==> src/asf_pkg.sv <==
package asf_pkg;

  // Printed offsets (register index); byte address is four times index
  localparam logic [7:0] ASF_IDX_XDATA8     = 8'h08;
  localparam logic [7:0] ASF_IDX_ZDATA8     = 8'h0A;
  localparam logic [7:0] ASF_IDX_STATUS     = 8'h0B;
  localparam logic [7:0] ASF_IDX_DATA_HI_LO = 8'h0E;
  localparam logic [7:0] ASF_IDX_DATA_HI_HI = 8'h17;
  // Own registers for events, mask and control
  localparam logic [7:0] ASF_IDX_IRQ_STAT   = 8'h40;
  localparam logic [7:0] ASF_IDX_IRQ_MASK   = 8'h41;
  localparam logic [7:0] ASF_IDX_CTRL       = 8'h42;

  // Status bit positions
  localparam int ASF_BIT_UPSET = 7;
  localparam int ASF_BIT_AWAKE = 6;
  localparam int ASF_BIT_STILL = 5;
  localparam int ASF_BIT_MOTN  = 4;
  localparam int ASF_BIT_OVRN  = 3;
  localparam int ASF_BIT_LEVEL = 2;
  localparam int ASF_BIT_AVAIL = 1;
  localparam int ASF_BIT_DRDY  = 0;

  // Control field positions
  localparam int ASF_CTRL_CHAIN_LSB = 0;
  localparam int ASF_CTRL_FIFO_LSB  = 2;

  // Reset values
  localparam logic [7:0] ASF_RST_STATUS = 8'h40;
  localparam logic [7:0] ASF_RST_Z_ACCEL_COARSE_BYTE  = 8'h00;
  localparam logic [7:0] ASF_RST_MASK   = 8'h00;
  localparam logic [3:0] ASF_RST_CTRL   = 4'h0;

  // Detector chaining and FIFO policy codes
  localparam logic [1:0] ASF_CHAIN_DEFAULT = 2'h0;
  localparam logic [1:0] ASF_FIFO_OLDEST   = 2'h2;

  typedef struct packed {
    logic        sample_stb;
    logic [13:0] z_sample;
    logic        still_det;
    logic        motion_det;
    logic        awake_state;
    logic        fifo_full;
    logic        fifo_push;
    logic        fifo_nonempty;
    logic        fifo_at_level;
  } asf_sense_t;

  // Sample write gate back to the FIFO
  typedef struct packed {
    logic write_block;
  } asf_fifo_ctl_t;

endpackage

==> src/asf_status_bank.sv <==
`timescale 1ns/1ps
module asf_status_bank
  import asf_pkg::*;
(
  // Clock and reset
  input  wire logic                  core_clk_i,
  input  wire logic                  reset_n_i,
  input  wire logic                  soft_reset_i,
  // APB slave
  input  wire logic                  psel_i,
  input  wire logic                  penable_i,
  input  wire logic                  pwrite_i,
  input  wire logic [11:0]           paddr_i,
  input  wire logic [31:0]           pwdata_i,
  output logic                       pready_o,
  output logic [31:0]                prdata_o,
  output logic                       pslverr_o,
  // Sensor side
  input  wire asf_pkg::asf_sense_t   sense_i,
  input  wire logic                  fifo_pop_i,
  output asf_pkg::asf_fifo_ctl_t     fifo_ctl_o,
  // Interrupt
  output logic                       irq_o
);
  import asf_pkg::*;

  ////////////////////////////////////////////////////////////////////////////
  // Decode
  function automatic logic is_data_idx(input logic [7:0] idx);
    is_data_idx = (idx >= ASF_IDX_XDATA8 && idx <= ASF_IDX_ZDATA8) ||
                  (idx >= ASF_IDX_DATA_HI_LO && idx <= ASF_IDX_DATA_HI_HI);
  endfunction

  logic [7:0] status_reg;
  logic [7:0] z_accel_coarse_byte_reg;
  logic [7:0] irq_stat_reg;
  logic [7:0] irq_mask_reg;
  logic [3:0] ctrl_reg;
  logic [31:0] prdata_reg;
  logic        overrun_reg;
  logic        pend_reg;

  wire logic       aligned   = (paddr_i[1:0] == 2'h0);
  wire logic [7:0] idx       = paddr_i[9:2];
  wire logic       in_range  = aligned && (paddr_i[11:10] == 2'h0);
  wire logic       hit_z     = in_range && idx == ASF_IDX_ZDATA8;
  wire logic       hit_stat  = in_range && idx == ASF_IDX_STATUS;
  wire logic       hit_istat = in_range && idx == ASF_IDX_IRQ_STAT;
  wire logic       hit_imask = in_range && idx == ASF_IDX_IRQ_MASK;
  wire logic       hit_ctrl  = in_range && idx == ASF_IDX_CTRL;
  wire logic       hit_data  = in_range && is_data_idx(idx);
  wire logic       hit_any   = hit_z | hit_stat | hit_istat | hit_imask | hit_ctrl | hit_data;
  wire logic       acc_done  = psel_i && penable_i;
  wire logic       wr_done   = acc_done && pwrite_i && hit_any;
  wire logic       data_rd   = psel_i && !pwrite_i && hit_data;
  wire logic       rd_start  = data_rd && !penable_i;
  wire logic       rd_end    = data_rd && penable_i;
  wire logic       rd_busy   = data_rd;
  wire logic [1:0] chain_mode  = ctrl_reg[ASF_CTRL_CHAIN_LSB +: 2];
  wire logic [1:0] fifo_policy = ctrl_reg[ASF_CTRL_FIFO_LSB +: 2];

  assign pready_o  = 1'b1;
  assign pslverr_o = acc_done && !hit_any;
  assign prdata_o  = prdata_reg;

  ////////////////////////////////////////////////////////////////////////////
  // Status next values
  wire logic awake_bit = (chain_mode == ASF_CHAIN_DEFAULT) ? 1'b1 : sense_i.awake_state;
  wire logic ovr_set   = sense_i.fifo_full && sense_i.fifo_push &&
                         (fifo_policy == ASF_FIFO_OLDEST);
  wire logic ovr_next  = ovr_set | (overrun_reg & ~fifo_pop_i);
  wire logic drdy_cur  = status_reg[ASF_BIT_DRDY];
  wire logic upset_next = soft_reset_i ? 1'b1 : (wr_done ? 1'b0 : status_reg[ASF_BIT_UPSET]);

  logic drdy_next;
  logic pend_next;
  always_comb
  begin
    drdy_next = drdy_cur;
    pend_next = pend_reg;
    if (rd_start)
    begin
      drdy_next = 1'b0;
      pend_next = sense_i.sample_stb | (drdy_cur & pend_reg);
    end
    else if (rd_busy && !rd_end)
    begin
      pend_next = pend_reg | sense_i.sample_stb;
    end
    else if (rd_end)
    begin
      drdy_next = pend_reg | sense_i.sample_stb;
      pend_next = 1'b0;
    end
    else if (sense_i.sample_stb)
    begin
      drdy_next = 1'b1;
    end
  end

  wire logic [7:0] status_next = {upset_next, awake_bit, sense_i.still_det, sense_i.motion_det,
                                  ovr_next, sense_i.fifo_at_level, sense_i.fifo_nonempty,
                                  drdy_next};
  wire logic [7:0] rd_mux =
    hit_z     ? z_accel_coarse_byte_reg :
    hit_stat  ? status_reg :
    hit_istat ? irq_stat_reg :
    hit_imask ? irq_mask_reg :
    hit_ctrl  ? {4'h0, ctrl_reg} : 8'h00;
  wire logic [7:0] rise    = status_next & ~status_reg;
  wire logic       wr_istat = wr_done && hit_istat;

  ////////////////////////////////////////////////////////////////////////////
  // Registers
  always_ff @(posedge core_clk_i)
  begin
    if (!reset_n_i)
    begin
      status_reg  <= ASF_RST_STATUS | 8'h80;
      z_accel_coarse_byte_reg   <= ASF_RST_Z_ACCEL_COARSE_BYTE;
      overrun_reg <= 1'b0;
      pend_reg    <= 1'b0;
    end
    else
    begin
      status_reg  <= status_next;
      overrun_reg <= ovr_next;
      pend_reg    <= pend_next;
      if (sense_i.sample_stb)
        z_accel_coarse_byte_reg <= sense_i.z_sample[13:6];
    end
  end

  always_ff @(posedge core_clk_i)
  begin
    if (!reset_n_i)
    begin
      irq_stat_reg <= 8'h00;
      irq_mask_reg <= ASF_RST_MASK;
      ctrl_reg     <= ASF_RST_CTRL;
      prdata_reg   <= 32'h0000_0000;
    end
    else
    begin
      irq_stat_reg <= rise | (irq_stat_reg & ~(wr_istat ? pwdata_i[7:0] : 8'h00));
      if (wr_done && hit_imask)
        irq_mask_reg <= pwdata_i[7:0];
      if (wr_done && hit_ctrl)
        ctrl_reg <= pwdata_i[3:0];
      if (psel_i && !penable_i && !pwrite_i)
        prdata_reg <= {24'h00_0000, rd_mux};
    end
  end

  assign irq_o = |(irq_stat_reg & irq_mask_reg);
  assign fifo_ctl_o.write_block = overrun_reg;
endmodule

==> config.mk <==
export PLATFORM = sky130hd
export DESIGN_NAME = asf_status_bank
export DESIGN_NICKNAME = d
export VERILOG_FILES = /design/src/asf_pkg.sv /design/src/asf_status_bank.sv
export SDC_FILE = /design/constraint.sdc
export NUM_CORES = 1
export LEC_CHECK = 0
export BUFFER_PORTS_ARGS = -buffer_cell sky130_fd_sc_hd__buf_2
export CAP_MARGIN = 20
export CELL_PAD_IN_SITES_DETAIL_PLACEMENT = 1
export CELL_PAD_IN_SITES_GLOBAL_PLACEMENT = 1
export CORE_MARGIN = 3
export CORE_UTILIZATION = 36
export DETAILED_ROUTE_END_ITERATION = 8
export GPL_ROUTABILITY_DRIVEN = 1
export PLACE_DENSITY = 0.95
export SETUP_SLACK_MARGIN = 0.3
export SYNTH_ARGS = -nofsm -noshare
export SYNTH_HDL_FRONTEND = slang
export SYNTH_SLANG_ARGS = --single-unit
==> constraint.sdc <==
create_clock -name core_clk_i -period 3.35 [get_ports core_clk_i]
set_input_delay 0.1675 -clock core_clk_i [delete_from_list [all_inputs] [get_ports core_clk_i]]
set_output_delay 0.1675 -clock core_clk_i [all_outputs]
set_load 0.01 [all_outputs]
; Yosys cells after proc, flatten, opt, wreduce, memory -nomap -nowiden
; Cells that the tools add are included.
[totals]
register_bits = 46
input_bits = 73
output_inout_bits = 36
wordCells = 86
[op_classes]
order_cmp = 4
n_eq_ne = 6
muxes = 16
bitwise = 17
n_reduce_logical = 35
[ops]
columns = operator, count
row1 = 8-bit two-way mux, 5
row2 = 1-bit logical AND, 25
row3 = 8-bit bitwise AND, 3
row4 = 8-bit by 7-bit equality test with 1-bit output (second input constant), 3
row5 = 8-bit by 4-bit equality test with 1-bit output (second input constant), 2
row6 = 8-bit by 4-bit >= comparator with 1-bit output (second input constant), 2
row7 = 8-bit NOT, 2
row8 = 1-bit two-way mux, 10
row9 = 8-bit by 4-bit less-or-equal comparator with 1-bit output (second input constant), 1
row10 = 8-bit by 5-bit less-or-equal comparator with 1-bit output (second input constant), 1
row11 = 1-bit bitwise OR, 8
row12 = 8-bit bitwise OR, 1
row13 = 8-bit OR reduction, 1
row14 = 2-bit logical NOT, 3
row15 = 1-bit logical NOT, 4
row16 = 4-bit two-way mux, 1
row17 = 3-bit nonzero test, 1
row18 = 1-bit bitwise AND, 2
row19 = 2-bit equality test (second input constant), 1
row20 = 1-bit logical OR, 1
row21 = 1-bit NOT, 1

; Longest topological paths before layout
; Gate-level depths: netlist (run 1).
[logic_depth]
word_depth = 14
mapped_depth = 6
mapped_depth_nobuf = 5

; Least setup slack after synthesis (run 1)
; Ideal clock, no wire load.
[synth_path]
kind = input to register
startpoint = in paddr_i[1]
endpoint = reg irq_mask_reg[0]
setup_ns = 0.116
arrival_ns = 1.544
required_ns = 3.234
setup_slack_ns = 1.690
cell_stages = 5
n_path_buf = 0
path_cell_list = nor4_4 > nand3_2 > nor4_4 > mux2i_1 > nor2b_1
[synth_between]
elab_chain_cells = 10
elab_cells_between_ends = 15
cone_classes = bitwise (5) / reduce/logical (10)
[synth_lines]
columns = item, line_no
row1 = "start, declared", asf_status_bank.sv:13  ; input wire logic [11:0] paddr_i,
row2 = 2-bit logical NOT *, asf_status_bank.sv:43  ; wire logic aligned = (paddr_i[1:0] == 2'h0);
row3 = 1-bit logical AND *, asf_status_bank.sv:45  ; wire logic in_range = aligned && (paddr_i[11:10] == 2'h0);
row4 = 1-bit logical AND (on tied branches), "asf_status_bank.sv:46, asf_status_bank.sv:47"
row5 = 1-bit bitwise OR (5 in series), asf_status_bank.sv:52  ; wire logic hit_any = hit_z | hit_stat | hit_istat | hit_imask | hit_ctrl | hit_data;
row6 = 1-bit logical AND, asf_status_bank.sv:54  ; wire logic wr_done = acc_done && pwrite_i && hit_any;
row7 = 1-bit logical AND *, asf_status_bank.sv:146  ; if (wr_done && hit_imask)
row8 = "end signal, assigned", asf_status_bank.sv:147  ; irq_mask_reg <= pwdata_i[7:0];
row9 = "end, declared", asf_status_bank.sv:37  ; logic [7:0] irq_mask_reg;
; Every way passes the cells marked *; elsewhere a longest branch is shown, timed or not.
; A chain may end at the register's enable or synchronous reset.

; Worst setup path after layout (run 1)
[layout_path]
startpoint = in paddr_i[5]
endpoint = reg irq_mask_reg[1]
[layout_between]
elab_chain_cells = 9
elab_cells_between_ends = 25
cone_classes = order compare (4) / eq/ne (5) / bitwise (5) / reduce/logical (11)
[layout_lines]
columns = item, line_no
row1 = 8-bit by 4-bit equality test with 1-bit output (on tied branches), "asf_status_bank.sv:46, asf_status_bank.sv:47"
row2 = 1-bit logical AND (on tied branches), "asf_status_bank.sv:46, asf_status_bank.sv:47"
row3 = 1-bit bitwise OR (5 in series), asf_status_bank.sv:52
row4 = 1-bit logical AND, asf_status_bank.sv:54
row5 = 1-bit logical AND *, asf_status_bank.sv:146
; Marked as above.

==> results of run 1 <==
metrics by stage:
stage                     utilization  area [sq um]  cells  hold slack (ns)
after floorplan                     -          2470    287            0.273
after global placement          0.407          2600    381            0.368
after CTS                       0.422          2700    389           0.0632
final                           0.422          2700    389           0.0646
after detailed placement        0.407          2600    381            0.375
after global routing            0.422          2700    389           0.0843
layout by cell type, fill, tap and decap left out, types with 5 or more instances in the layout:
cell | synthesis | layout
o21ai_0 | 14 | 14
conb_1 | 2 | 25
nand2_1 | 18 | 18
a21oi_1 | 17 | 17
dfxtp_1 | 45 | 45
nor2_1 | 5 | 5
o31ai_1 | 7 | 7
clkbuf_8 | 0 | 6
and2_1 | 5 | 5
nor2b_1 | 35 | 35
buf_2 | 0 | 53
nand3_1 | 5 | 5
mux2i_1 | 28 | 28
final cells by class:
class	count	area [sq um]
Clock buffer	6	82.6
Clock inverter	2	13.8
Fill cell	781	3690
Inverter	2	7.51
Multi-Input combinational cell	204	1330
Sequential cell	45	901
Tap cell	77	96.3
Timing Repair Buffer	53	265
metal layers:
| layer | vias up | part of all wire |
|---|---|---|
| met4 | 0 | 0.027 |
| met3 | 16 | 0.055 |
| met1 | 987 | 0.43 |
| met5 | - | 0 |
| met2 | 66 | 0.49 |
| li1 | 987 | - |
worst max-delay path, stage by stage:
cell and delay [ns]:
buf_2 0.12, nor4b_2 0.47, nand3_2 0.23, nor4_4 0.67
mux2i_1 0.26, nor2b_1 0.06
kinds of logic (layout without fill, tap and decap cells):
logic type	Yosys count	after routing	share of synthesized area
AO/OA/AOI/OAI	59	59	0.160
buffers and inverters	38	63	0.0993
flip-flops	45	45	0.378
multiplexers	28	28	0.118
other	2	25	0.00315
AND/OR/NAND/NOR	92	92	0.241
worst min path at each step:
stage | start | to | depth (start not counted)
after global routing | soft_reset_i | status_reg[7]$_SDFF_PN1_ | 2
after CTS | soft_reset_i | status_reg[7]$_SDFF_PN1_ | 2
final | soft_reset_i | status_reg[7]$_SDFF_PN1_ | 2
after floorplan | soft_reset_i | status_reg[7]$_SDFF_PN1_ | 1
after detailed placement | soft_reset_i | status_reg[7]$_SDFF_PN1_ | 2
after global placement | soft_reset_i | status_reg[7]$_SDFF_PN1_ | 2
power groups by stage:
| stage | Clock (mW) | Sequential (mW) | Combinational (mW) |
|---|---|---|---|
| global placement | 0 | 0.574 | 0.115 |
| finish | 0.353 | 0.563 | 0.121 |
| floorplan | 0 | 0.572 | 0.0931 |
| global route | 0.379 | 0.565 | 0.136 |
| detailed placement | 0 | 0.575 | 0.120 |
| CTS | 0.364 | 0.563 | 0.121 |
==> results.md, run 1 <==
- Htree depth: 2
- Overall Power: 1.04 mW
- Global routing's busiest layer: met2
- # IOs: 109
- Initial DRC count: 95
- Slew Limit Fails: 0
- Top cell type's share of synthesized area: 0.378
- Most frequent cell after synthesis: dfxtp_1
- Synth top area cells: dfxtp_1 (38%), mux2i_1 (12%), nor2b_1 (9.2%), buf_4 (7.9%), a21oi_1 (3.6%)
- Switch Pwr: 0.270 mW
- First-pass GRT wire length: 10100 microns
- Post-CTS setup buffer count: 0
- CTS root buf: clkbuf_8
- Fraction of registers with async set/reset: 0
- Sequential element share of the synthesized area: 0.378
- Crit path launch: paddr_i[5]
- R2R cell count: 3
- Antenna violations before repair: 0
- R2r endpoint: prdata_o[5]$_SDFFE_PN0P_
- CP Class: in -> reg
- Mapped cell area: 0.00238 sq mm
- Area Growth Syn to Fin: 13.2%
- Average via count per standard cell: 5.29
- Sw frac: 0.260
- Antenna Cells: 0
- Commonest cells in the synthesized netlist: dfxtp_1 (45), nor2b_1 (35), mux2i_1 (28)
- Total CTS buffers: 5
- GRT Residual Overflow: 0
- Internal: 0.768 mW
- Synth warnings: 0
- Pwr/cell area: 385 mW/mm^2
- Final setup vio count: 0
- Tcrit/Tclk final: 0.536
- Number of global-route vias before repair: 2114
- Yosys cell types: 39
- Total routed wirelength: 6290 microns
- Die Width: 87.3 microns
- CTS resizes: 0
- First-pass DRT Iterations: 4
- Per-cell routed wire length: 16.2 microns
- Clk pwr share: 0.340
- HP Class: in -> reg
- GRT Util Overall: 0.168
- Max Buffers Root-to-Sink: 2
- DP HPWL: 4820 microns
- Clock Skews: 0.00730 ns
- Final hold violation count: 0
- Die height: 87.3 microns
- Setup TNS: 0 ns
- Critical Path RT: 3.54 ns
- Total number of vias: 2056
- Share of post-route cells with drive strength above 1: 0.228
- Worst reg2reg setup slack: 2.34 ns
- Seq pwr share: 0.543
- Max_slew headroom: 0.515
- Clk sink count: 45
- RSZ-0062 raised after global routing: false
- Status: complete, no violations
- Grt met1 use: 0.195
- Core area: 0.00639 sq mm
- Critical path arrival: 1.99 ns
- CP Capture Type: flip-flop
- Seq cells post-synth: 45
- Row count: 29
- Layout Nets: 384
- Gpl congestion: 0.784
- Residual DRC: 0
- Setup WS post-layout: 1.56 ns
- Final min period: 1.79 ns
- Peak fanout along the critical path: 8
- Worst slew pin tran: 0.722 ns
- Largest net degree at the start of global routing: 48
- CP Launch Type: primary input
- Synth area leader: dfxtp_1
- Cells after Synth: 264
- EDFF count, synth: 0
- CTS tree: yes
- FF-to-FF Start: irq_stat_reg[5]$_SDFF_PN0_
- Ys flop type: dfxtp_1
- Reg clk slew, reported paths: 0.08 ns
- Setup slack at placement: 1.19 ns
- Worst-Skew Late Latency: 0.30 ns
- Pleak: 1.10 nW
- IO Port Bufs: 53
- Met2 Resource Use GR: 0.292
- Final ANT Viol Nets: 0
- Max VDD drop: 0.000216 V
- MaxCap Viol Count: 0
- Crit path to: irq_mask_reg[1]$_SDFFE_PN0P_
- Post-Syn Area per Cell: 9.02 sq um
- Combinational share of power: 0.117
- Initial Util: 0.373
- Die ar.: 0.00763 sq mm
- Max Clock Freq: 0.557 GHz
- M3 GR Usage: 0.0360
- Cts hold-fix bufs: 0
(Power assumes the default switching activity.)
==> inputs of run 2 (changes only) <==
--- a/config.mk
+++ b/config.mk
@@ -10,10 +10,10 @@
 export CELL_PAD_IN_SITES_DETAIL_PLACEMENT = 1
 export CELL_PAD_IN_SITES_GLOBAL_PLACEMENT = 1
 export CORE_MARGIN = 3
-export CORE_UTILIZATION = 36
+export CORE_UTILIZATION = 34
 export DETAILED_ROUTE_END_ITERATION = 8
 export GPL_ROUTABILITY_DRIVEN = 1
-export PLACE_DENSITY = 0.95
+export PLACE_DENSITY = 0.93
 export SETUP_SLACK_MARGIN = 0.3
 export SYNTH_ARGS = -nofsm -noshare
 export SYNTH_HDL_FRONTEND = slang
==> constraint.sdc (replaced) <==
create_clock -name core_clk_i -period 1.85 [get_ports core_clk_i]
set_input_delay 0.0925 -clock core_clk_i [delete_from_list [all_inputs] [get_ports core_clk_i]]
set_output_delay 0.0925 -clock core_clk_i [all_outputs]
set_load 0.01 [all_outputs]
==> run 2 against run 1 <==
Against the previous run:
- sequential share of layout area fell by 1.5 points
- die area grew 5.5%
- clock skew shrank 0.0013 ns
- register-to-register slack got worse by 1.5 ns
- global-route usage increased by 0.053 points
- worst hold slack worse by 0.056 ns
- largest cell class unchanged
==> results.md, run 2 (synthesized netlist as in run 1, its figures left out) <==
- Internal: 1.44 mW (+87%)
- Total routed wirelength: 6460 microns (+2.8%)
- Crit path launch: paddr_i[5]
- Number of global-route vias before repair: 2152 (+1.8%)
- Status: complete, no violations
- CP Capture Type: flip-flop
- Share of post-route cells with drive strength above 1: 0.245 (+0.0170)
- CP Launch Type: primary input
- Critical path arrival: 1.62 ns (-0.37 ns)
- First-pass GRT wire length: 10400 microns (+2.9%)
- Crit-path cells: buf_2 -> nor4b_2 -> and3_2 -> and3_1 -> mux2i_1 -> nor2b_1
- FF-to-FF Start: irq_stat_reg[4]$_SDFF_PN0_
- Clk sink count: 45 (unchanged)
- Switch Pwr: 0.481 mW (+78%)
- Initial DRC count: 96 (+1.1%)
- Sw frac: 0.251 (-0.00899)
- Largest net degree at the start of global routing: 27 (-44%)
- Pleak: 1.16 nW (+5.2%)
- Seq pwr share: 0.531 (-0.012)
- Tcrit/Tclk final: 0.771
- MaxCap Viol Count: 0 (unchanged)
- Clock Skews: 0.00597 ns (-0.00132 ns)
- Combinational share of power: 0.122 (+0.005)
- Average via count per standard cell: 5.01 (-5.3%)
- HP Class: in -> reg
- Final min period: 1.43 ns
- Antenna violations before repair: 0 (unchanged)
- GRT Residual Overflow: 0 (unchanged)
- First-pass DRT Iterations: 4 (unchanged)
- RSZ-0062 raised after global routing: false
- R2r endpoint: prdata_o[4]$_SDFFE_PN0P_
- Max Buffers Root-to-Sink: 2 (unchanged)
- Post-CTS setup buffer count: 0 (unchanged)
- Slowest stage cell on the critical path: nor4b_2
- Htree depth: 2 (unchanged)
- Die height: 89.7 microns (+2.7%)
- Area Growth Syn to Fin: 18.6%
- DP HPWL: 5140 microns (+6.6%)
- FF+latch area: 901 sq um (unchanged)
- Setup slack at placement: 0.0973 ns (-1.10 ns)
- Peak fanout along the critical path: 5 (-3)
- R2R cell count: 3 (unchanged)
- Pwr/cell area: 679 mW/mm^2 (+77%)
- Per-cell routed wire length: 15.5 microns (-3.9%)
- Setup WS post-layout: 0.425 ns (-1.13 ns)
- Slew Limit Fails: 0 (unchanged)
- # IOs: 109 (unchanged)
- Critical Path RT: 2.05 ns (-1.49 ns)
- CTS resizes: 0 (unchanged)
- Max VDD drop: 0.000490 V (+130%)
- Multi-input gate area: 0.00133 sq mm (unchanged)
- Most frequent cells in the layout: buf_2 (53), dfxtp_1 (45), nor2b_1 (35)
- Overall Power: 1.92 mW (+85%)
- Antenna Cells: 0 (unchanged)
- GRT Util Overall: 0.168 (+0.000535)
- Worst reg2reg setup slack: 0.86 ns (-1.48 ns)
- Die ar.: 0.00804 sq mm (+5.5%)
- Residual DRC: 0 (unchanged)
- Commonest non-fill, non-tap cell in the layout: buf_2
- Clk pwr share: 0.346 (+0.006)
- Total number of vias: 2083 (+1.3%)
- Setup TNS: 0 ns (unchanged)
- Final hold violation count: 0 (unchanged)
- IO Port Bufs: 53 (unchanged)
- Die Width: 89.7 microns (+2.7%)
- Layout fillers: 795 (+1.8%)
- Final Cell Area: 0.00282 sq mm (+4.7%)
- Max Clock Freq: 0.702 GHz
- CP peak stage delay: 0.46 ns (-0.21 ns)
- CP Class: in -> reg
- Reg clk slew, reported paths: 0.08 ns (about the same)
- Total CTS buffers: 5 (unchanged)
- Crit path to: ctrl_reg[3]$_SDFFE_PN0P_
- Layout Nets: 395 (+2.9%)
- Cts hold-fix bufs: 3 (+3)
- Startpoint of the worst hold path: sense_i[6]
- Initial Util: 0.363 (-0.0103)
- Core area: 0.00657 sq mm (+2.8%)
- Final ANT Viol Nets: 0 (unchanged)
- Gpl congestion: 0.775 (-1.1%)
- CTS tree: yes
- Worst-Skew Late Latency: 0.30 ns (about the same)
- Row count: 29 (unchanged)
- Placed cell areas: 0.00269 sq mm (+3.6%)
- CTS root buf: clkbuf_8
- Final setup vio count: 0 (unchanged)
-- run 2: worst min path at each step --
stage	to	slack, ns	depth (start not counted)
6_report	status_reg[5]$_SDFF_PN0_	0.009	2
5_1_grt	status_reg[2]$_SDFF_PN0_	0.007	2
4_1_cts	status_reg[6]$_SDFF_PN1_	0.003	3
3_5_place_dp	status_reg[4]$_SDFF_PN0_	0.31	2
3_3_place_gp	status_reg[6]$_SDFF_PN1_	0.29	3
2_1_floorplan	status_reg[7]$_SDFF_PN1_	0.20	1
-- run 2: final cells by class --
cell class,count,area share
clock buffer,7,0.0341
timing repair buffer,64,0.130
multi-input combinational,204,0.471
clock inverter,1,0.00177
sequential,45,0.319
inverter,2,0.00266
tap,93,0.0412
-- run 2: worst max-delay path: cells and delay by family --
kind | cells | cell delay (ns)
buffers and inverters | 1 | 0.12
AND/OR/NAND/NOR | 4 | 1.17
multiplexers | 1 | 0.24
-- run 2: metrics by stage --
stage / hold WS (ns) / util / cells
final: 0.00865 / 0.430 / 416
after global routing: 0.00738 / 0.430 / 416
after CTS: 0.00279 / 0.430 / 416
after detailed placement: 0.312 / 0.410 / 405
after global placement: 0.292 / 0.410 / 405
after floorplan: 0.198 / - / 287
-- run 2: power by group through the flow --
stage | Clock [mW] | Sequential, mW | Combinational, mW
floorplan | 0 | 1.04 | 0.169
global placement | 0 | 1.04 | 0.217
detailed placement | 0 | 1.04 | 0.227
CTS | 0.682 | 1.02 | 0.234
global route | 0.727 | 1.02 | 0.261
finish | 0.664 | 1.02 | 0.235
-- run 2: per-layer routing --
layer	vias to the layer above	global-route usage	routed length, microns
met1	1000	0.202	2820
li1	1008	-	-
met5	-	0	0
met2	65	0.300	3250
met4	0	0.0447	86
met3	10	0.0383	306
==> inputs of run 3 (changes only) <==
--- a/config.mk
+++ b/config.mk
@@ -10,10 +10,10 @@
 export CELL_PAD_IN_SITES_DETAIL_PLACEMENT = 1
 export CELL_PAD_IN_SITES_GLOBAL_PLACEMENT = 1
 export CORE_MARGIN = 3
-export CORE_UTILIZATION = 34
+export CORE_UTILIZATION = 30
 export DETAILED_ROUTE_END_ITERATION = 8
 export GPL_ROUTABILITY_DRIVEN = 1
-export PLACE_DENSITY = 0.93
+export PLACE_DENSITY = 0.87
 export SETUP_SLACK_MARGIN = 0.3
 export SYNTH_ARGS = -nofsm -noshare
 export SYNTH_HDL_FRONTEND = slang
==> constraint.sdc (replaced) <==
create_clock -name core_clk_i -period 1.3 [get_ports core_clk_i]
set_input_delay 0.065 -clock core_clk_i [delete_from_list [all_inputs] [get_ports core_clk_i]]
set_output_delay 0.065 -clock core_clk_i [all_outputs]
set_load 0.01 [all_outputs]
==> run 3 against run 2 <==
Against the previous run:
- worst setup slack got worse by 0.36 ns
- non-clock buffer count rose by 24
- critical path depth fell by 1
- sequential share of layout area decreased by 4.4 points
- clock power up 29%
- first-iteration DRC count shrank 9.4%
- critical endpoint is now pslverr_o
- largest cell class unchanged
==> results.md, run 3 (synthesized netlist as in run 1, its figures left out) <==
- Worst Hold End: z_accel_coarse_byte_reg[6]$_SDFFE_PN0P_
- Final Cell Area: 0.00330 sq mm (+17%)
- Most frequent cells in the layout: buf_2 (48), dfxtp_1 (40), nor2b_1 (33)
- Critical path arrival: 1.17 ns (-0.45 ns)
- CP Capture Type: output pin
- Gpl congestion: 0.823 (+6.2%)
- CTS root buf: clkbuf_8
- Peak fanout along the critical path: 4 (-1)
- R2r endpoint: prdata_o[4]$_SDFFE_PN0P_
- CP Launch Type: primary input
- Core area: 0.00749 sq mm (+14%)
- Final hold violation count: 0 (unchanged)
- Residual DRC: 0 (unchanged)
- CTS tree: yes
- Antenna Cells: 0 (unchanged)
- Layout fillers: 870 (+9.4%)
- Average via count per standard cell: 5.00 (-0.14%)
- Area Growth Syn to Fin: 38.8%
- Die height: 95.1 microns (+6.0%)
- Total routed wirelength: 7530 microns (+16%)
- Total number of vias: 2230 (+7.1%)
- Largest net degree at the start of global routing: 28 (+3.7%)
- Setup slack at placement: -0.280 ns (-0.378 ns)
- CP peak stage delay: 0.41 ns (-0.05 ns)
- RSZ-0062 raised after global routing: true
- Htree depth: 2 (unchanged)
- Final setup vio count: 0 (unchanged)
- Initial DRC count: 87 (-9.4%)
- Row count: 31 (+6.9%)
- Max Buffers Root-to-Sink: 2 (unchanged)
- Worst reg2reg setup slack: 0.22 ns (-0.64 ns)
- Hold Crit Depth: 3 (+1)
- FF-to-FF Start: irq_mask_reg[4]$_SDFFE_PN0P_
- Final ANT Viol Nets: 0 (unchanged)
- Pleak: 1.33 nW (+15%)
- Die ar.: 0.00904 sq mm (+12%)
- Total CTS buffers: 5 (unchanged)
- Max VDD drop: 0.000461 V (-5.8%)
- Status: complete, no violations
- First-pass DRT Iterations: 4 (unchanged)
- Share of post-route cells with drive strength above 1: 0.406 (+0.162)
- MaxCap Viol Count: 0 (unchanged)
- Setup TNS: 0 ns (unchanged)
- Clock Skews: 0.00630 ns (+0.000326 ns)
- Antenna violations before repair: 0 (unchanged)
- Commonest non-fill, non-tap cell in the layout: buf_2
- Per-cell routed wire length: 16.9 microns (+8.7%)
- Slowest stage cell on the critical path: nor4b_4
- Number of global-route vias before repair: 2419 (+12%)
- Tcrit/Tclk final: 0.950
- Reg clk slew, reported paths: 0.09 ns (about the same)
- Worst-Skew Late Latency: 0.30 ns (about the same)
- DP HPWL: 5380 microns (+4.9%)
- Multi-input gate area: 0.00157 sq mm (+18%)
- Slew Limit Fails: 0 (unchanged)
- R2R cell count: 4 (+1)
- HP Class: in -> reg
- Pwr/cell area: 838 mW/mm^2 (+23%)
- FF+latch area: 907 sq um (+0.69%)
- First-pass GRT wire length: 11900 microns (+14%)
- Die Width: 95.1 microns (+6.0%)
- GRT Residual Overflow: 0 (unchanged)
- Layout Nets: 419 (+6.1%)
- Setup WS post-layout: 0.0648 ns (-0.360 ns)
- GRT Util Overall: 0.172 (+0.00417)
- Final min period: 1.24 ns
- Max Clock Freq: 0.810 GHz
- Initial Util: 0.318 (-0.0445)
- CP Class: in -> out
- Placed cell areas: 0.00282 sq mm (+4.8%)
- Crit-path cells: buf_8 -> nor4b_4 -> a32oi_2 -> o211a_1 -> buf_2
- IO Port Bufs: 53 (unchanged)
- # IOs: 109 (unchanged)
- Startpoint of the worst hold path: sense_i[19]
- Clk sink count: 45 (unchanged)
- Critical Path RT: 1.24 ns (-0.81 ns)
## run 3: how the worst max path moves through the flow
stage | to | start | cells after the start | slack [ns]
finish | pslverr_o | paddr_i[9] | 5 | 0.06
CTS | irq_o | irq_mask_reg[4]$_SDFFE_PN0P_ | 3 | 0.10
global placement | prdata_o[4]$_SDFFE_PN0P_ | paddr_i[5] | 7 | -0.22
floorplan | irq_mask_reg[0]$_SDFFE_PN0P_ | paddr_i[1] | 5 | -0.26
global route | irq_mask_reg[5]$_SDFFE_PN0P_ | paddr_i[9] | 7 | -0.02
detailed placement | ctrl_reg[3]$_SDFFE_PN0P_ | paddr_i[5] | 6 | -0.28
## run 3: critical path: cells and delay by family
| kind | cells | cell delay (ns) |
|---|---|---|
| AO/OA/AOI/OAI | 2 | 0.46 |
| AND/OR/NAND/NOR | 1 | 0.41 |
| buffers and inverters | 2 | 0.24 |
## run 3: stage by stage
stage | util | power [mW] | std cells | hold slack (ns)
after floorplan | - | 1.72 | 287 | 0.171
after global placement | 0.377 | 1.83 | 425 | 0.270
after detailed placement | 0.377 | 1.84 | 425 | 0.275
after CTS | 0.429 | 2.76 | 445 | 0.0142
after global routing | 0.441 | 2.89 | 446 | 0.0409
final | 0.441 | 2.77 | 446 | 0.0140
## run 3: report_power, final
group          switching (mW)  total (mW)  leakage (nW)  internal, mW
clock network           0.484       0.858        0.0450         0.373
logic                   0.236       0.451         0.920         0.215
registers              0.0385        1.46         0.370          1.42
## run 3: final cells by class
class                           count  area share
Clock buffer                        6      0.0220
Clock inverter                      2     0.00303
Inverter                            2     0.00227
Multi-Input combinational cell    204       0.476
Sequential cell                    45       0.275
Tap cell                           99      0.0375
Timing Repair Buffer               88       0.184
## run 3: per-layer routing
metal,part of all wire,vias up,global-route usage
met2,0.53,77,0.315
met1,0.40,1083,0.194
met4,0.026,0,0.0769
met5,0,-,0
met3,0.044,14,0.0292
li1,-,1056,-
## run 3: what timing repair did
action | 4_1_cts | 5_1_grt
setup buffers | 6 | 1
hold endpoints to repair | 6 | 0
pin swaps | 28 | 22
hold buffers | 6 | 0
resized for setup | 49 | 23
setup endpoints to repair | 33 | 33
